### src/common/dtc_pkg.sv
// Constants, field positions and encodings shared by the dual timer/counter control block.
package dtc_pkg;

  // ******************************************************************
  // Register addresses
  // ******************************************************************
  localparam logic [7:0] ADDR_TIMER_CONTROL = 8'h88;
  localparam logic [7:0] ADDR_TIMER_MODE    = 8'h89;
  localparam logic [7:0] ADDR_TIMER_A_LOW   = 8'h8A;
  localparam logic [7:0] ADDR_TIMER_B_LOW   = 8'h8B;
  localparam logic [7:0] ADDR_TIMER_A_HIGH  = 8'h8C;
  localparam logic [7:0] ADDR_TIMER_B_HIGH  = 8'h8D;

  // ******************************************************************
  // Reset values
  // ******************************************************************
  localparam logic [7:0] REG_RESET = 8'h00;
  localparam logic [7:0] RDATA_UNMAPPED = 8'h00;

  // ******************************************************************
  // Control register bit positions
  // ******************************************************************
  localparam int unsigned CTL_B_OVF  = 7;
  localparam int unsigned CTL_B_RUN  = 6;
  localparam int unsigned CTL_A_OVF  = 5;
  localparam int unsigned CTL_A_RUN  = 4;
  localparam int unsigned CTL_XB_FLG = 3;
  localparam int unsigned CTL_XB_EDG = 2;
  localparam int unsigned CTL_XA_FLG = 1;
  localparam int unsigned CTL_XA_EDG = 0;

  // ******************************************************************
  // Mode register bit positions
  // ******************************************************************
  localparam int unsigned MOD_B_GATE = 7;
  localparam int unsigned MOD_B_CSEL = 6;
  localparam int unsigned MOD_B_MHI  = 5;
  localparam int unsigned MOD_B_MLO  = 4;
  localparam int unsigned MOD_A_GATE = 3;
  localparam int unsigned MOD_A_CSEL = 2;
  localparam int unsigned MOD_A_MHI  = 1;
  localparam int unsigned MOD_A_MLO  = 0;

  // ******************************************************************
  // Counter layout
  // ******************************************************************
  localparam int unsigned LOW13_W = 5;

  typedef enum logic [1:0] {
    DTC_MODE_13     = 2'b00,
    DTC_MODE_16     = 2'b01,
    DTC_MODE_RELOAD = 2'b10,
    DTC_MODE_SPLIT  = 2'b11
  } dtc_mode_e;

  // ******************************************************************
  // Prescaler
  // ******************************************************************
  typedef enum logic [1:0] {
    DTC_PRE_DIV12 = 2'b00,
    DTC_PRE_DIV4  = 2'b01,
    DTC_PRE_DIV48 = 2'b10,
    DTC_PRE_EXT8  = 2'b11
  } dtc_prescale_e;

  localparam int unsigned PRE_CNT_W = 6;
  localparam logic [PRE_CNT_W-1:0] PRE_DIV12_LAST = 6'h0B;
  localparam logic [PRE_CNT_W-1:0] PRE_DIV4_LAST  = 6'h03;
  localparam logic [PRE_CNT_W-1:0] PRE_DIV48_LAST = 6'h2F;
  localparam logic [PRE_CNT_W-1:0] PRE_EXT8_LAST  = 6'h07;
  localparam logic [PRE_CNT_W-1:0] PRE_ZERO       = 6'h00;
  localparam logic [PRE_CNT_W-1:0] PRE_ONE        = 6'h01;

endpackage : dtc_pkg

### src/rtl/dtc_sync_edge.sv
// Two-flop synchroniser with level and edge outputs for one input pin.
`timescale 1ns/1ps
module dtc_sync_edge
(
  input  wire logic sys_clk,
  input  wire logic rst,
  input  wire logic pin,
  output logic      level,
  output logic      fall,
  output logic      rise
);

  logic meta;
  logic sync;
  logic prev;

  // ******************************************************************
  // Synchroniser
  // ******************************************************************
  // The first stage feeds only the second, so no logic sees a metastable value.
  always_ff @(posedge sys_clk)
  begin
    if (rst)
    begin
      meta <= 1'b0;
      sync <= 1'b0;
      prev <= 1'b0;
    end
    else
    begin
      meta <= pin;
      sync <= meta;
      prev <= sync;
    end
  end

  assign level = sync;
  assign fall  = prev & ~sync;
  assign rise  = ~prev & sync;

endmodule : dtc_sync_edge

### src/rtl/dtc_prescaler.sv
// Shared prescaler producing the timer clock tick for both timers.
`timescale 1ns/1ps
module dtc_prescaler
(
  input  wire logic                  sys_clk,
  input  wire logic                  rst,
  input  wire dtc_pkg::dtc_prescale_e sel,
  input  wire logic                  ext_clk_in,
  output logic                       tick
);

  logic [dtc_pkg::PRE_CNT_W-1:0] count;
  logic [dtc_pkg::PRE_CNT_W-1:0] last;
  logic                          ext_fall;
  logic                          step;
  logic                          wrap;

  dtc_sync_edge u_ext_sync
  (
    .sys_clk (sys_clk),
    .rst     (rst),
    .pin     (ext_clk_in),
    .level   (),
    .fall    (ext_fall),
    .rise    ()
  );

  // ******************************************************************
  // Divider
  // ******************************************************************
  // divide ratio select
  always_comb
  begin
    unique case (sel)
      dtc_pkg::DTC_PRE_DIV12: last = dtc_pkg::PRE_DIV12_LAST;
      dtc_pkg::DTC_PRE_DIV4:  last = dtc_pkg::PRE_DIV4_LAST;
      dtc_pkg::DTC_PRE_DIV48: last = dtc_pkg::PRE_DIV48_LAST;
      dtc_pkg::DTC_PRE_EXT8:  last = dtc_pkg::PRE_EXT8_LAST;
    endcase
  end

  // The external clock is counted by its synchronised falling edges.
  assign step = (sel == dtc_pkg::DTC_PRE_EXT8) ? ext_fall : 1'b1;
  // A ratio change mid-period can leave the count above the new limit.
  assign wrap = step & (count >= last);
  assign tick = wrap;

  always_ff @(posedge sys_clk)
  begin
    if (rst)
      count <= dtc_pkg::PRE_ZERO;
    else if (wrap)
      count <= dtc_pkg::PRE_ZERO;
    else if (step)
      count <= count + dtc_pkg::PRE_ONE;
  end

endmodule : dtc_prescaler

### src/rtl/dtc_top.sv
// Dual timer/counter control, mode, count registers and external interrupt flags.
`timescale 1ns/1ps
module dtc_top
(
  input  wire logic                   sys_clk,
  input  wire logic                   rst,
  input  wire logic [7:0]             sfr_addr,
  input  wire logic                   sfr_wr,
  input  wire logic                   sfr_rd,
  input  wire logic [7:0]             sfr_wdata,
  output logic      [7:0]             sfr_rdata,
  input  wire logic                   count_pin_a,
  input  wire logic                   count_pin_b,
  input  wire logic                   ext_irq_a_input,
  input  wire logic                   ext_irq_b_input,
  input  wire logic                   ext_irq_a_polarity,
  input  wire logic                   ext_irq_b_polarity,
  input  wire dtc_pkg::dtc_prescale_e prescale_select,
  input  wire logic                   timer_a_sysclk_select,
  input  wire logic                   timer_b_sysclk_select,
  input  wire logic                   ext_clk_in,
  input  wire logic                   vector_timer_a,
  input  wire logic                   vector_timer_b,
  input  wire logic                   vector_ext_irq_a,
  input  wire logic                   vector_ext_irq_b,
  output logic                        timer_a_overflow_flag,
  output logic                        timer_b_overflow_flag,
  output logic                        ext_irq_a_flag,
  output logic                        ext_irq_b_flag,
  output logic                        timer_b_overflow_pulse
);

  // ******************************************************************
  // Registers
  // ******************************************************************
  logic [7:0] timer_control;
  logic [7:0] timer_mode;
  logic [7:0] timer_a_low_byte;
  logic [7:0] timer_b_low_byte;
  logic [7:0] timer_a_high_byte;
  logic [7:0] timer_b_high_byte;
  logic       b_ovf_pulse;

  logic [7:0] next_timer_control;
  logic [7:0] next_timer_a_low_byte;
  logic [7:0] next_timer_b_low_byte;
  logic [7:0] next_timer_a_high_byte;
  logic [7:0] next_timer_b_high_byte;
  logic [7:0] next_rdata;

  // ******************************************************************
  // Pin synchronisers
  // ******************************************************************
  logic [3:0] pin_raw;
  logic [3:0] pin_level;
  logic [3:0] pin_fall;
  logic [3:0] pin_rise;

  assign pin_raw = {ext_irq_b_input, ext_irq_a_input, count_pin_b, count_pin_a};

  genvar gi;
  generate
    for (gi = 0; gi < 4; gi++)
    begin : g_pin
      dtc_sync_edge u_sync
      (
        .sys_clk (sys_clk),
        .rst     (rst),
        .pin     (pin_raw[gi]),
        .level   (pin_level[gi]),
        .fall    (pin_fall[gi]),
        .rise    (pin_rise[gi])
      );
    end
  endgenerate

  wire count_a_fall = pin_fall[0];
  wire count_b_fall = pin_fall[1];

  // ******************************************************************
  // Prescaler
  // ******************************************************************
  logic pre_tick;

  dtc_prescaler u_prescaler
  (
    .sys_clk    (sys_clk),
    .rst        (rst),
    .sel        (prescale_select),
    .ext_clk_in (ext_clk_in),
    .tick       (pre_tick)
  );

  // ******************************************************************
  // Field decode
  // ******************************************************************
  wire timer_b_run           = timer_control[dtc_pkg::CTL_B_RUN];
  wire timer_a_run           = timer_control[dtc_pkg::CTL_A_RUN];
  wire ext_irq_b_edge_select = timer_control[dtc_pkg::CTL_XB_EDG];
  wire ext_irq_a_edge_select = timer_control[dtc_pkg::CTL_XA_EDG];

  wire timer_b_gating         = timer_mode[dtc_pkg::MOD_B_GATE];
  wire timer_b_counter_select = timer_mode[dtc_pkg::MOD_B_CSEL];
  wire timer_a_gating         = timer_mode[dtc_pkg::MOD_A_GATE];
  wire timer_a_counter_select = timer_mode[dtc_pkg::MOD_A_CSEL];

  dtc_pkg::dtc_mode_e timer_a_mode_field;
  dtc_pkg::dtc_mode_e timer_b_mode_field;
  assign timer_a_mode_field =
    dtc_pkg::dtc_mode_e'(timer_mode[dtc_pkg::MOD_A_MHI:dtc_pkg::MOD_A_MLO]);
  assign timer_b_mode_field =
    dtc_pkg::dtc_mode_e'(timer_mode[dtc_pkg::MOD_B_MHI:dtc_pkg::MOD_B_MLO]);

  wire a_split = (timer_a_mode_field == dtc_pkg::DTC_MODE_SPLIT);

  // ******************************************************************
  // Register write decode
  // ******************************************************************
  wire wr_ctl    = sfr_wr & (sfr_addr == dtc_pkg::ADDR_TIMER_CONTROL);
  wire wr_mode   = sfr_wr & (sfr_addr == dtc_pkg::ADDR_TIMER_MODE);
  wire wr_a_low  = sfr_wr & (sfr_addr == dtc_pkg::ADDR_TIMER_A_LOW);
  wire wr_b_low  = sfr_wr & (sfr_addr == dtc_pkg::ADDR_TIMER_B_LOW);
  wire wr_a_high = sfr_wr & (sfr_addr == dtc_pkg::ADDR_TIMER_A_HIGH);
  wire wr_b_high = sfr_wr & (sfr_addr == dtc_pkg::ADDR_TIMER_B_HIGH);

  // ******************************************************************
  // External interrupt sensing
  // ******************************************************************
  // Polarity high means the input is active high.
  wire xa_active = ext_irq_a_polarity ? pin_level[2] : ~pin_level[2];
  wire xb_active = ext_irq_b_polarity ? pin_level[3] : ~pin_level[3];
  wire xa_edge   = ext_irq_a_polarity ? pin_rise[2] : pin_fall[2];
  wire xb_edge   = ext_irq_b_polarity ? pin_rise[3] : pin_fall[3];

  wire xa_set = ext_irq_a_edge_select ? xa_edge : xa_active;
  wire xb_set = ext_irq_b_edge_select ? xb_edge : xb_active;

  // ******************************************************************
  // Counter step function
  // ******************************************************************
  // Returns {overflow, high, low} after one increment in the given mode.
  function automatic logic [16:0] dtc_step
  (
    input dtc_pkg::dtc_mode_e mode,
    input logic [7:0]         hi,
    input logic [7:0]         lo
  );
    logic [13:0] c13;
    logic [16:0] c16;
    logic [8:0]  c8;
    c13 = {1'b0, hi, lo[dtc_pkg::LOW13_W-1:0]} + 14'h0001;
    c16 = {1'b0, hi, lo} + 17'h00001;
    c8  = {1'b0, lo} + 9'h001;
    unique case (mode)
      dtc_pkg::DTC_MODE_13:
        dtc_step = {c13[13], c13[12:5], lo[7:dtc_pkg::LOW13_W], c13[4:0]};
      dtc_pkg::DTC_MODE_16:
        dtc_step = c16;
      dtc_pkg::DTC_MODE_RELOAD:
        dtc_step = {c8[8], hi, (c8[8] ? hi : c8[7:0])};
      dtc_pkg::DTC_MODE_SPLIT:
        dtc_step = {c8[8], hi, c8[7:0]};
    endcase
  endfunction : dtc_step

  // ******************************************************************
  // Timer A
  // ******************************************************************
  // timer A gating
  wire a_enable = timer_a_run & (~timer_a_gating | xa_active);
  wire a_clock  = timer_a_sysclk_select | pre_tick;
  wire a_tick   = timer_a_counter_select ? count_a_fall : a_clock;
  wire a_inc    = a_enable & a_tick;

  logic [16:0] a_step;
  assign a_step = dtc_step(timer_a_mode_field, timer_a_high_byte, timer_a_low_byte);
  wire a_ovf_evt = a_inc & a_step[16];

  // split high byte on B run
  wire       ah_inc     = a_split & timer_b_run & a_clock;
  wire [8:0] ah_sum     = {1'b0, timer_a_high_byte} + 9'h001;
  wire       ah_ovf_evt = ah_inc & ah_sum[8];

  // ******************************************************************
  // Timer B
  // ******************************************************************
  // While A is split, B runs by its mode alone and takes no pin count.
  wire b_active = (timer_b_mode_field != dtc_pkg::DTC_MODE_SPLIT);
  wire b_gate_ok = ~timer_b_gating | xb_active;
  wire b_enable = b_active & (a_split | (timer_b_run & b_gate_ok));
  wire b_clock  = timer_b_sysclk_select | pre_tick;
  wire b_tick   = (timer_b_counter_select & ~a_split) ? count_b_fall : b_clock;
  wire b_inc    = b_enable & b_tick;

  logic [16:0] b_step;
  assign b_step = dtc_step(timer_b_mode_field, timer_b_high_byte, timer_b_low_byte);
  wire b_ovf_evt = b_inc & b_step[16];

  wire b_flag_set = a_split ? ah_ovf_evt : b_ovf_evt;

  // ******************************************************************
  // Next count values
  // ******************************************************************
  // A write to a byte takes precedence over a count on the same byte.
  // low bytes writable anytime
  assign next_timer_a_low_byte = wr_a_low ? sfr_wdata :
                                 a_inc    ? a_step[7:0] : timer_a_low_byte;
  assign next_timer_b_low_byte = wr_b_low ? sfr_wdata :
                                 b_inc    ? b_step[7:0] : timer_b_low_byte;

  assign next_timer_a_high_byte = wr_a_high ? sfr_wdata :
                                  a_split   ? (ah_inc ? ah_sum[7:0] : timer_a_high_byte) :
                                  a_inc     ? a_step[15:8] : timer_a_high_byte;
  assign next_timer_b_high_byte = wr_b_high ? sfr_wdata :
                                  b_inc     ? b_step[15:8] : timer_b_high_byte;

  // ******************************************************************
  // Control register update
  // ******************************************************************
  logic [7:0] ctl_written;
  logic [7:0] ctl_clear;
  logic [7:0] ctl_set;

  assign ctl_written = wr_ctl ? sfr_wdata : timer_control;

  // B cleared on vector if edge
  // A cleared on vector if edge
  always_comb
  begin
    ctl_clear = dtc_pkg::REG_RESET;
    ctl_clear[dtc_pkg::CTL_B_OVF]  = vector_timer_b;
    ctl_clear[dtc_pkg::CTL_A_OVF]  = vector_timer_a;
    ctl_clear[dtc_pkg::CTL_XB_FLG] = vector_ext_irq_b & ext_irq_b_edge_select;
    ctl_clear[dtc_pkg::CTL_XA_FLG] = vector_ext_irq_a & ext_irq_a_edge_select;
  end

  always_comb
  begin
    ctl_set = dtc_pkg::REG_RESET;
    ctl_set[dtc_pkg::CTL_B_OVF]  = b_flag_set;
    ctl_set[dtc_pkg::CTL_A_OVF]  = a_ovf_evt;
    ctl_set[dtc_pkg::CTL_XB_FLG] = xb_set;
    ctl_set[dtc_pkg::CTL_XA_FLG] = xa_set;
  end

  assign next_timer_control = (ctl_written & ~ctl_clear) | ctl_set;

  // ******************************************************************
  // Read data
  // ******************************************************************
  always_comb
  begin
    unique case (sfr_addr)
      dtc_pkg::ADDR_TIMER_CONTROL: next_rdata = timer_control;
      dtc_pkg::ADDR_TIMER_MODE:    next_rdata = timer_mode;
      dtc_pkg::ADDR_TIMER_A_LOW:   next_rdata = timer_a_low_byte;
      dtc_pkg::ADDR_TIMER_B_LOW:   next_rdata = timer_b_low_byte;
      dtc_pkg::ADDR_TIMER_A_HIGH:  next_rdata = timer_a_high_byte;
      dtc_pkg::ADDR_TIMER_B_HIGH:  next_rdata = timer_b_high_byte;
      default:                     next_rdata = dtc_pkg::RDATA_UNMAPPED;
    endcase
  end

  // ******************************************************************
  // State registers
  // ******************************************************************
  always_ff @(posedge sys_clk)
  begin
    if (rst)
    begin
      timer_control     <= dtc_pkg::REG_RESET;
      timer_mode        <= dtc_pkg::REG_RESET;
      timer_a_low_byte  <= dtc_pkg::REG_RESET;
      timer_b_low_byte  <= dtc_pkg::REG_RESET;
      timer_a_high_byte <= dtc_pkg::REG_RESET;
      timer_b_high_byte <= dtc_pkg::REG_RESET;
    end
    else
    begin
      timer_control     <= next_timer_control;
      timer_mode        <= wr_mode ? sfr_wdata : timer_mode;
      timer_a_low_byte  <= next_timer_a_low_byte;
      timer_b_low_byte  <= next_timer_b_low_byte;
      timer_a_high_byte <= next_timer_a_high_byte;
      timer_b_high_byte <= next_timer_b_high_byte;
    end
  end

  // Read data holds its last value between reads, so a slow core may sample late.
  always_ff @(posedge sys_clk)
  begin
    if (rst)
    begin
      sfr_rdata   <= dtc_pkg::RDATA_UNMAPPED;
      b_ovf_pulse <= 1'b0;
    end
    else
    begin
      if (sfr_rd)
        sfr_rdata <= next_rdata;
      b_ovf_pulse <= b_ovf_evt;
    end
  end

  // ******************************************************************
  // Outputs
  // ******************************************************************
  assign timer_a_overflow_flag  = timer_control[dtc_pkg::CTL_A_OVF];
  assign timer_b_overflow_flag  = timer_control[dtc_pkg::CTL_B_OVF];
  assign ext_irq_a_flag         = timer_control[dtc_pkg::CTL_XA_FLG];
  assign ext_irq_b_flag         = timer_control[dtc_pkg::CTL_XB_FLG];
  // Timer B overflow still reaches other users while its flag is taken by split mode.
  assign timer_b_overflow_pulse = b_ovf_pulse;

endmodule : dtc_top

### config.mk
export PLATFORM = sky130hd
export DESIGN_NAME = dtc_top
export DESIGN_NICKNAME = d
export VERILOG_FILES = /design/src/common/dtc_pkg.sv /design/src/rtl/dtc_sync_edge.sv /design/src/rtl/dtc_prescaler.sv /design/src/rtl/dtc_top.sv
export SDC_FILE = /design/constraint.sdc
export NUM_CORES = 1
export LEC_CHECK = 0
export BUFFER_PORTS_ARGS = -buffer_cell sky130_fd_sc_hd__buf_2
export CORE_MARGIN = 10
export CORE_UTILIZATION = 45
export CTS_CLUSTER_SIZE = 25
export DETAILED_ROUTE_END_ITERATION = 8
export PLACE_DENSITY_LB_ADDON = 0.1
export SYNTH_ARGS = -nofsm -noshare
export SYNTH_HDL_FRONTEND = slang
export SYNTH_SLANG_ARGS = --single-unit
### constraint.sdc
create_clock -name sys_clk -period 2.66 [get_ports sys_clk]
set_clock_uncertainty 0.1 [all_clocks]
set_input_delay 0.133 -clock sys_clk [delete_from_list [all_inputs] [get_ports sys_clk]]
set_output_delay 0.133 -clock sys_clk [all_outputs]
set_load 0.02 [all_outputs]
# Yosys cells after proc, flatten, opt, wreduce, memory -nomap -nowiden

Cells that the tools add are included.

Memory bits (writable): 0
Memories: 0
Logic and storage cells: 141
Register bits: 78
Bits in read-only memories: 0
Latch bits: 0

Reduce and logical (&&, ||, !) cells: 12
Add/sub/neg operators: 8
Mux-type cells: 27
Bitwise gates (word level): 45
Order comparisons: 1
Shift operators: 0
Multiply operators: 0
Eq/ne operators: 22
Divide/modulo/power cells: 0

Operator list:

| operator              | number |
|---|---|
| $pmux 17 s4           | 2 |
| $mux 8                | 13 |
| $eq 8x8->1 const B    | 6 |
| $pmux 8 s6            | 1 |
| $add 16x1->17 const B | 2 |
| $add 13x1->14 const B | 2 |
| $add 8x1->9 const B   | 3 |
| $and 1x1->1           | 27 |
| $pmux 6 s4            | 1 |
| $eq 2x2->1 const B    | 6 |
| $mux 1                | 10 |
| $ne 2x2->1 const B    | 5 |
| $not 1->1             | 10 |
| $and 8x8->8           | 1 |
| $not 8->8             | 1 |
| $or 8x8->8            | 1 |
| $add 6x1->6 const B   | 1 |
| $eq 2x1->1 const B    | 3 |
| $ge 6x6->1            | 1 |
| $logic_not 2->1       | 3 |
| $reduce_and 3->1      | 2 |
| $reduce_bool 2->1     | 3 |
| $or 1x1->1            | 5 |
| $reduce_and 2->1      | 2 |
| 4 further kinds       | 4 |

# Longest topological paths before layout

Gate-level depths: netlist (run 1).

Depth after elaboration: 10
Gate-level depth with buffers: 9
Depth with buffers taken out: 8

# Hierarchy

A second synthesis (run 1) with hierarchy kept.

Cells, all modules: 588
Area total of the unflattened synthesis: 4906.0 um^2

By module, submodules not included:

| module        | times used | area each (um^2) | cells each |
|---|---|---|---|
| dtc_top       | 1          | 4107.7           | 513 |
| dtc_sync_edge | 5          | 91.3             | 8 |
| dtc_prescaler | 1          | 341.6            | 35 |

# Least setup slack after synthesis (run 1)

OpenSTA, ideal clock, no wires.

Path type: register to register
Start point: register u_prescaler.count[3] in the netlist's numbering
End point: register timer_a_high_byte[7]
Cell stages (with the launch flop): 8
Data required time: 2.472 ns
Data arrival time: 2.100 ns
Setup slack: 0.372 ns
Cell sequence: dfxtp_1 -> ha_1 -> a211o_1 -> o21ai_1 -> a211oi_2 -> a221o_1 -> buf_2 -> a311oi_2

Cells in the longest elaborated chain, start to end: 7

Ends and longest elaborated chain:

| what                         | line                | text |
|---|---|---|
| start: declaration           | dtc_prescaler.sv:12 | `logic [dtc_pkg::PRE_CNT_W-1:0] count;` |
| start signal: assignment     | dtc_prescaler.sv:51 | `count <= dtc_pkg::PRE_ZERO;` |
| start signal: assignment     | dtc_prescaler.sv:53 | `count <= dtc_pkg::PRE_ZERO;` |
| start signal: assignment     | dtc_prescaler.sv:55 | `count <= count + dtc_pkg::PRE_ONE;` |
| $ge 6x6->1 *                 | dtc_prescaler.sv:45 | `assign wrap = step & (count >= last);` |
| $and 1x1->1 *                | dtc_prescaler.sv:45 |  |
| $or 1x1->1 *                 | dtc_top.sv:171      | `wire a_clock = timer_a_sysclk_select \| pre_tick;` |
| $mux 1                       | dtc_top.sv:172      | `wire a_tick = timer_a_counter_select ? count_a_fall : a_clock;` |
| $and 1x1->1                  | dtc_top.sv:173      | `wire a_inc = a_enable & a_tick;` |
| $reduce_bool 3->1 (no line)  | n/a                 |  |
| $reduce_and 3->1 (no line) * | n/a                 |  |
| end signal: assignment       | dtc_top.sv:275      | `timer_a_high_byte <= dtc_pkg::REG_RESET;` |
| end signal: assignment       | dtc_top.sv:284      | `timer_a_high_byte <= next_timer_a_high_byte;` |
| end: declaration             | dtc_top.sv:40       | `logic [7:0] timer_a_high_byte;` |

Every way passes the cells marked *; elsewhere a longest branch is shown, timed or not.
A chain may end at the register's enable or synchronous reset.

# Worst setup path after layout (run 1)

Start point: register u_prescaler.count[2] in the netlist's numbering
End point: register timer_a_high_byte[0]

Same word-level chain as after synthesis.

==> results of run 1 <==
metal layers:
layer / wire length (um) / vias to the layer above
li1: - / 2292
met2: 7334 / 201
met1: 7226 / 2296
met4: 267 / 0
met3: 1263 / 21
met5: 0 / -
state kept, by name, summed over array words and instances, names as in the netlist:
| name | flops |
|---|---|
| sfr_rdata | 8 |
| timer_a_high_byte | 8 |
| timer_a_low_byte | 8 |
| timer_b_high_byte | 8 |
| timer_b_low_byte | 8 |
| timer_control | 8 |
| timer_mode | 8 |
| u_prescaler.count | 6 |
| g_pin.u_sync.level | 4 |
| g_pin.u_sync.meta | 4 |
| g_pin.u_sync.prev | 4 |
| timer_b_overflow_pulse | 1 |
| u_prescaler.u_ext_sync.level | 1 |
| u_prescaler.u_ext_sync.meta | 1 |
| u_prescaler.u_ext_sync.prev | 1 |
worst min-delay path by stage:
stage,end
global placement,g_pin[2].u_sync.meta$_SDFF_PP0_
finish,timer_control[3]$_SDFF_PP0_
global route,timer_control[3]$_SDFF_PP0_
detailed placement,g_pin[3].u_sync.meta$_SDFF_PP0_
CTS,timer_control[3]$_SDFF_PP0_
floorplan,timer_b_high_byte[6]$_SDFFE_PP0P_
layout by cell type (no fill, tap or decap), drive strengths merged, types with 12 or more instances in the layout:
master  count
nor2       61
mux2i      30
dfxtp      78
nor2b      19
buf        73
nand4      16
inv        13
o21ai      30
a211oi     12
nand2      63
a21oi      33
worst register-to-register path, delay by kind of cell, from the launching register on:
kind	cells	cell delay, ns
compound gates	6	1.58
flops	1	0.35
fa+ha+maj	1	0.31
cell type report:
cell class                      count  area share
Tap cell                          136     0.03056
Clock buffer                       10     0.02292
Timing Repair Buffer               80     0.08989
Antenna cell                        1   0.0004494
Sequential cell                    78      0.2804
Inverter                           12    0.008090
Multi-Input combinational cell    456      0.5553
Clock inverter                      6     0.01236
cells by family (layout without fill, tap and decap cells):
kind of cell,after synthesis,after routing,share of synthesized area
adders and majority gates,7,7,0.01802
muxes,41,41,0.1058
xor gates and xnor gates,16,16,0.02883
other,0,1,0
buffers and inverters,53,108,0.04273
and+or+nand+nor,231,231,0.2504
DFF,78,78,0.3212
AOI/OAI and AO/OA,161,161,0.2330
metrics by stage:
| stage | total power (uW) | hold slack [ns] |
|---|---|---|
| 2_1_floorplan | 1315 | 0.1572 |
| 3_3_place_gp | 1395 | 0.2476 |
| 3_5_place_dp | 1399 | 0.2512 |
| 4_1_cts | 2335 | 0.003747 |
| 5_1_grt | 2402 | 0.01170 |
| 6_report | 2322 | 0.01785 |
power by group:
part           total, uW  switching [uW]  internal (uW)
clock                941             500            442
sequential          1200            13.1           1180
combinational        183             111           72.7
total               2320             623           1700
==> metrics.yaml, run 1 <==
status: "completed"
tightest_slew_ns: 0.6597
peakVddDrop_v: 0.0002932
final-setup-viol-count: 0
grt.total_usage: 0.2094
ys_top_cells_by_area: "dfxtp_1, mux2i_1, nand2_1, nor2_1, mux4_2"
synthesis.nets: 629
rows: 37
max_freq_mhz: 404.4
reg2reg_to: "timer_a_high_byte[0]$_SDFFE_PP0P_"
drv_slew: 0
hold_viol: 0
grt_pass1_vias: 4560
insertion_delay_ns: 0.36
netlist_area_um2: 4861
dr_total_vias: 4810
placed_area_um2: 5299
postCtsSetupBuffers: 0
place.gp.congestion: 0.9448
cp.arrival_ns: 2.59
fillers: 994
synth_cells: 587
worstPathMaxFanout: 16
cts-buffers-inserted: 9
r2r_setup_slack_ns: 0.19
fin_ws_ns: 0.1870
layout.nets: 679
cp_data_required_time_ns: 2.78
period_share: 0.9297
final_cells: 779
netlist.area_leader.share: 0.3212
post-route-util: 0.5345
grt_setup_unrepaired: "false"
synth_warnings: 0
synth.distinct_cells: 73
core-area_um2: 10420
path_depth: 7
num_io_pins: 48
critPathMaxStageDelay_ns: 0.56
grt_pass1_wl_mm: 24.92
portBuffers: 47
die_w_um: 123.9
cts_tree: "done"
use_met1: 0.2805
postCtsHoldBufs: 7
worstHoldStart: "vector_ext_irq_b"
wire_per_inst_um: 20.66
start_util: 0.4667
ys_seq_area_frac: 0.3212
crit_start: "u_prescaler.count[2]$_SDFFE_PP0P_"
yosysMostFrequentCell: "dfxtp_1"
path_buf_inv: 0
path_clk_slew_ns: 0.09
use_met2: 0.3325
h-tree-depth: 3
routed_via_density: 6.175
cts_resized: 0
grt_max_degree: 24
crit_path_end_kind: "flip-flop"
area_delta_synth_final_pct: 14.54
synth_top_area_cell: "dfxtp_1"
slew_headroom: 0.5556
cp_slowest_cell: "a221o_1"
pwr_density_cell_nw_per_um2: 417.1
ys_ff_latch: 78
cpLargestDelayFamily: "compound AO/OA/AOI/OAI gates"
post-route-min-period_ns: 2.473
drc: 0
p_leak_uw: 0.002137
seq_area_um2: 1562
dr.pass1.iters: 6
design.die.area_um2: 15360
hold_class: "input pin to flip-flop"
multi_input_area_um2: 3092
clock-sinks: 78
die_h_um: 123.9
top_usage_layer: "met2"
place_inst: 755
cts_root_buf: "clkbuf_8"
r2r-start: "u_prescaler.count[2]$_SDFFE_PP0P_"
tns_ns: 0
synth-edff-count: 0
crit_end: "timer_a_high_byte[0]$_SDFFE_PP0P_"
dp_hpwl_mm: 12.14
grt_antenna_before_repair: 0
reg2reg_depth: 7
use_met3: 0.04344
pre_cts_ws_ns: 0.2213
cts_max_path_buffers: 2
avgSynthCellArea_um2: 8.281
maxCapViolCount: 0
synth_common_cells: "dfxtp_1, nand2_1, nor2_1"
crit_path_cell_trace: "ha_1 > a21o_1 > a311oi_1 > o21bai_1 > a221o_1 > o2111ai_1 > o21ai_0"
async_reset_ff_frac: 0
crit_type: "flip-flop to flip-flop"
fin_area_um2: 5568
wl_mm: 16.09
postRouteAntennaNets: 0
drt_iter0_markers: 416
overflow: 0
drive_gt1_frac: 0.1760
hold_depth: 3
cp-start-kind: "flip-flop"
ys.flop_type: "dfxtp_1"
No activity file was read; power rests on OpenSTA's default activity.
==> inputs of run 2 (changes only) <==
--- a/config.mk
+++ b/config.mk
@@ -11,6 +11,8 @@
 export CTS_CLUSTER_SIZE = 25
 export DETAILED_ROUTE_END_ITERATION = 8
 export PLACE_DENSITY_LB_ADDON = 0.1
+export REMOVE_ABC_BUFFERS = 1
 export SYNTH_ARGS = -nofsm -noshare
 export SYNTH_HDL_FRONTEND = slang
+export SYNTH_HIERARCHICAL = 1
 export SYNTH_SLANG_ARGS = --single-unit
==> run 2 against run 1 <==
Net effect: die area rose by 0.46%; power up 3.8%; critical endpoint is now timer_a_high_byte[5]$_SDFFE_PP0P_; utilization is 0.48 points higher; highest routed layer unchanged; clock power increased by 5.8%; cell count decreased by 0.26%; critical path depth up 4; sequential power is essentially flat; first-iteration DRC count down 5.0%; sequential share of layout area decreased by 0.26 points; maximum frequency shrank 3.3%; cell area up 1.3%.
==> metrics.yaml, run 2 <==
seq_area_um2: 1568  # +0.40%
drt_iter0_markers: 395  # -5.0%
grt_setup_unrepaired: "false"
hold_ws_ns: 0.03522  # +0.01737 ns
dr.pass1.iters: 6  # unchanged
diodes: 0  # -1
pwr_density_cell_nw_per_um2: 427.4  # +2.5%
wire_per_inst_um: 20.20  # -2.2%
period_share: 0.9611  # +0.03142
clock-sinks: 78  # unchanged
drive_gt1_frac: 0.2059  # +0.02992
multi_input_area_um2: 3119  # +0.89%
place.gp.congestion: 0.9206  # -2.6%
peakVddDrop_v: 0.0002164  # -26%
postRouteAntennaNets: 0  # unchanged
cp.arrival_ns: 2.77  # +0.18 ns
dp_hpwl_mm: 11.45  # -5.7%
design.die.area_um2: 15430  # +0.46%
insertion_delay_ns: 0.36  # about the same
h-tree-depth: 3  # unchanged
max_freq_mhz: 391.1  # -3.3%
area_delta_synth_final_pct: 15.46
final_cell_mix: "dfxtp_1, nor2_1, nand2_1, buf_2, a21oi_1"
start_util: 0.4671  # about the same
grt_max_degree: 63  # +160%
overflow: 0  # unchanged
synth_warnings: 6  # +6
final-setup-viol-count: 0  # unchanged
routed_via_density: 6.201  # +0.42%
core-area_um2: 10460  # +0.44%
layout.nets: 679  # unchanged
p_total_uw: 2412  # +3.8%
die_h_um: 124.2  # +0.23%
cts_root_buf: "clkbuf_8"
slew_headroom: 0.5523  # -0.003211
hold_viol: 0  # unchanged
drc: 0  # unchanged
status: "completed"
wl_mm: 15.69  # -2.5%
drv_slew: 0  # unchanged
portBuffers: 47  # unchanged
grt_antenna_before_repair: 0  # unchanged
cts_tree: "done"
crit_path_end_kind: "flip-flop"
cts-buffers-inserted: 9  # unchanged
dr_total_vias: 4818  # +0.17%
path_clk_slew_ns: 0.09  # about the same
maxCapViolCount: 0  # unchanged
cp_data_required_time_ns: 2.87  # +0.09 ns
grt_pass1_vias: 4494  # -1.4%
tightest_slew_ns: 0.6699  # +0.01017 ns
fin_ws_ns: 0.1034  # -0.08357 ns
cp-start-kind: "flip-flop"
worstPathMaxFanout: 7  # -9
post-route-min-period_ns: 2.557  # +0.08357 ns
final_common_cell: "dfxtp_1"
p_leak_uw: 0.002097  # -1.9%
grt.total_usage: 0.1923  # -0.01719
die_w_um: 124.2  # +0.23%
hold_class: "input pin to flip-flop"
avgSynthCellArea_um2: 8.354  # +0.88%
synth_cells: 585  # -0.34%
tns_ns: 0  # unchanged
crit_type: "flip-flop to flip-flop"
cts_max_path_buffers: 2  # unchanged
num_io_pins: 48  # unchanged
pre_cts_ws_ns: 0.03534  # -0.1860 ns
fillers: 1023  # +2.9%
grt_pass1_wl_mm: 24.60  # -1.3%
rows: 37  # unchanged
netlist_area_um2: 4887  # +0.54%
-- run 2: repair_timing --
item | 4_1_cts | 5_1_grt
hold endpoints to repair | 9 | 0
resized for setup | 0 | 11
setup endpoints to repair | 0 | 13
hold buffers | 9 | 0
buffers inserted | 0 | 3
-- run 2: path summary, 6_finish.rpt --
| kind | startpoint | to | slack, ns | depth (start not counted) |
|---|---|---|---|---|
| max | u_prescaler/count[3]$_SDFFE_PP0P_ | timer_a_high_byte[5]$_SDFFE_PP0P_ | 0.10 | 11 |
| min | sfr_wdata[7] | timer_a_low_byte[7]$_SDFFE_PP0P_ | 0.04 | 3 |
| max reg2reg | u_prescaler/count[3]$_SDFFE_PP0P_ | timer_a_high_byte[5]$_SDFFE_PP0P_ | 0.10 | 11 |
| min reg2reg | g_pin[3].u_sync/meta$_SDFF_PP0_ | g_pin[3].u_sync/level$_SDFF_PP0_ | 0.34 | 1 |
-- run 2: metrics by stage --
step / std cells / util / instance area (um2)
floorplan: 545 / - / 4690
CTS: 774 / 0.5328 / 5574
global route: 777 / 0.5393 / 5643
global placement: 750 / 0.5039 / 5273
detailed placement: 750 / 0.5039 / 5273
finish: 777 / 0.5393 / 5643
-- run 2: layout make-up --
cell class | count | share of cell area
Clock inverter | 6 | 0.01552
Timing Repair Buffer | 81 | 0.09512
Tap cell | 136 | 0.03016
Clock buffer | 9 | 0.02195
Multi-Input combinational cell | 457 | 0.5528
Inverter | 10 | 0.006652
Sequential cell | 78 | 0.2778
-- run 2: critical path, stage by stage (launching register included) --
cell and delay (ns):
dfxtp_2 0.36, ha_4 0.21, a211oi_2 0.21, a21boi_1 0.10, o21a_4 0.24, or3_1 0.37
o2111a_2 0.17, a21oi_2 0.16, buf_4 0.17, a31oi_1 0.05, nor4_1 0.25, a31o_1 0.13
-- run 2: layer usage --
| layer | wire length [um] | GRT usage | vias up |
|---|---|---|---|
| met1 | 6783 | 0.2482 | 2272 |
| met2 | 7231 | 0.3000 | 224 |
| met5 | 0 | 0 | - |
| met3 | 1039 | 0.02889 | 43 |
| met4 | 639 | 0.1043 | 0 |
| li1 | - | - | 2279 |
-- run 2: where the power goes --
part	internal (uW)	leakage, uW	switching (uW)	total (uW)
combinational	85.1	0.00135	125	211
sequential	1190	0.000635	14.3	1210
clock	524	0.000109	472	996
==> inputs of run 3 (changes only) <==
--- a/config.mk
+++ b/config.mk
@@ -5,6 +5,7 @@
 export SDC_FILE = /design/constraint.sdc
 export NUM_CORES = 1
 export LEC_CHECK = 0
+export ABC_AREA = 1
 export BUFFER_PORTS_ARGS = -buffer_cell sky130_fd_sc_hd__buf_2
 export CORE_MARGIN = 10
 export CORE_UTILIZATION = 45
==> run 3 against run 2 <==
Net effect: utilization fell by 2.4 points; critical path depth rose by 3; cell area rose by 9.8%; clock power rose by 24%; power rose by 8.7%; area after synthesis rose by 13%; critical endpoint is now timer_a_high_byte[4]$_SDFFE_PP0P_; first-iteration DRC count rose by 11%; largest power group is now clock.
==> metrics.yaml, run 3 <==
design.die.area_um2: 17060  # +11%
top_usage_layer: "met2"
start_util: 0.4585  # -0.008571
tns_ns: 0  # unchanged
postRouteAntennaNets: 0  # unchanged
die_h_um: 130.6  # +5.2%
clock-sinks: 78  # unchanged
final_cell_mix: "nand2_1, inv_1, nor2_1, nand3_1"
hold_viol: 0  # unchanged
use_met2: 0.3366  # +0.03660
path_clk_slew_ns: 0.07  # -0.02 ns
grt_pass1_wl_mm: 28.26  # +15%
layout.nets: 1010  # +49%
insertion_delay_ns: 0.35  # about the same
place.gp.congestion: 0.9643  # +4.7%
r2r_setup_slack_ns: 0.31  # +0.21 ns
synth_warnings: 6  # unchanged
rows: 40  # +8.1%
synth_cells: 923  # +58%
slew_headroom: 0.5914  # +0.03904
postCtsHoldBufs: 6  # -3
overflow: 0  # unchanged
seq_area_um2: 1562  # -0.40%
pwr_density_cell_nw_per_um2: 423.3  # -0.96%
max_freq_mhz: 425.9  # +8.9%
grt_setup_unrepaired: "false"
post-route-min-period_ns: 2.348  # -0.2087 ns
avgSynthCellArea_um2: 5.967  # -29%
num_io_pins: 48  # unchanged
multi_input_area_um2: 3272  # +4.9%
wire_per_inst_um: 15.64  # -23%
netlist_area_um2: 5508  # +13%
final-setup-viol-count: 0  # unchanged
grt_max_degree: 33  # -48%
cpMostUsedCell: "nand2_1"
core-area_um2: 12010  # +15%
hold_class: "input pin to flip-flop"
grt_pass1_vias: 5447  # +21%
grt.total_usage: 0.2095  # +0.01729
fin_area_um2: 6195  # +9.8%
pre_cts_ws_ns: 0.2512  # +0.2159 ns
tightest_slew_ns: 0.6122  # -0.05761 ns
cts_root_buf: "clkbuf_16"
cp-start-kind: "flip-flop"
cp.arrival_ns: 2.53  # -0.24 ns
status: "completed"
crit_path_end_kind: "flip-flop"
peakVddDrop_v: 0.0002351  # +8.6%
diodes: 0  # unchanged
fin_ws_ns: 0.3121  # +0.2087 ns
p_leak_uw: 0.002812  # +34%
final_common_cell: "nand2_1"
die_w_um: 130.6  # +5.2%
critPathMaxStageDelay_ns: 0.44  # +0.07 ns
wl_mm: 17.51  # +12%
fillers: 1306  # +28%
placed_area_um2: 5842  # +11%
cpLargestDelayFamily: "simple AND/OR/NAND/NOR gates"
use_met1: 0.2677  # +0.01948
area_delta_synth_final_pct: 12.47
dp_hpwl_mm: 13.53  # +18%
crit_type: "flip-flop to flip-flop"
dr_total_vias: 5963  # +24%
hold_ws_ns: 0.007897  # -0.02732 ns
routed_via_density: 5.324  # -14%
maxCapViolCount: 0  # unchanged
drv_slew: 0  # unchanged
place_inst: 1098  # +46%
final_cells: 1120  # +44%
grt_antenna_before_repair: 0  # unchanged
cts_max_path_buffers: 2  # unchanged
cts_tree: "done"
drc: 0  # unchanged
h-tree-depth: 3  # unchanged
portBuffers: 47  # unchanged
cts_resized: 0  # unchanged
drive_gt1_frac: 0.1110  # -0.09493
dr.pass1.iters: 7  # +1
worstPathMaxFanout: 10  # +3
cp_slowest_cell: "dfxtp_1"
crit_path_cell_trace: "ha_1 > nand2_1 > nand2_1 > nand2_1 > nand2_1 > nand2_4 > inv_1 > nor2_1 > nand2_1 > nand4_1 > nand3_2 > o21ai_0 > inv_1 > a21oi_1"
postCtsSetupBuffers: 0  # unchanged
drt_iter0_markers: 437  # +11%
cp_data_required_time_ns: 2.85  # -0.02 ns
path_buf_inv: 2  # +1
use_met3: 0.03626  # +0.007374
cts-buffers-inserted: 9  # unchanged
period_share: 0.8827  # -0.07845
==> run 3: area by class of cell <==
type | instances | area share
Multi-Input combinational cell | 674 | 0.5282
Sequential cell | 78 | 0.2521
Inverter | 147 | 0.08907
Timing Repair Buffer | 58 | 0.05373
Clock buffer | 11 | 0.04080
Tap cell | 147 | 0.02969
Clock inverter | 5 | 0.006463
==> run 3: through the flow <==
step           total power [uW]  utilization
2_1_floorplan              1316            -
3_3_place_gp               1403       0.4864
3_5_place_dp               1403       0.4864
4_1_cts                    2642       0.5157
5_1_grt                    2712       0.5157
6_report                   2622       0.5157
==> run 3: worst register-to-register path, stage by stage (launching register included) <==
cell,delay [ns]
dfxtp_1,0.44
ha_1,0.28
nand2_1,0.07
nand2_1,0.04
nand2_1,0.05
nand2_1,0.09
nand2_4,0.09
inv_1,0.05
nor2_1,0.18
nand2_1,0.14
nand4_1,0.18
nand3_2,0.21
o21ai_0,0.21
inv_1,0.06
a21oi_1,0.11
==> run 3: worst paths after layout <==
check | from | to | depth (start not counted)
max | u_prescaler/count[2]$_SDFFE_PP0P_ | timer_a_high_byte[4]$_SDFFE_PP0P_ | 14
min | sfr_rd | sfr_rdata[5]$_SDFFE_PP0P_ | 3
max reg2reg | u_prescaler/count[2]$_SDFFE_PP0P_ | timer_a_high_byte[4]$_SDFFE_PP0P_ | 14
min reg2reg | g_pin[2].u_sync/meta$_SDFF_PP0_ | g_pin[2].u_sync/level$_SDFF_PP0_ | 2
==> run 3: power breakdown <==
part	leakage, uW	switching (uW)	internal (uW)
clock network	0.000146	545	692
registers	0.000632	11.9	1190
logic	0.00203	124	63.7
total	0.00281	680	1940
==> run 3: per-layer routing <==
metal,wire length (um),vias up
met4,623,0
met5,0,-
met1,7814,2658
li1,-,3073
met3,970,35
met2,8104,197
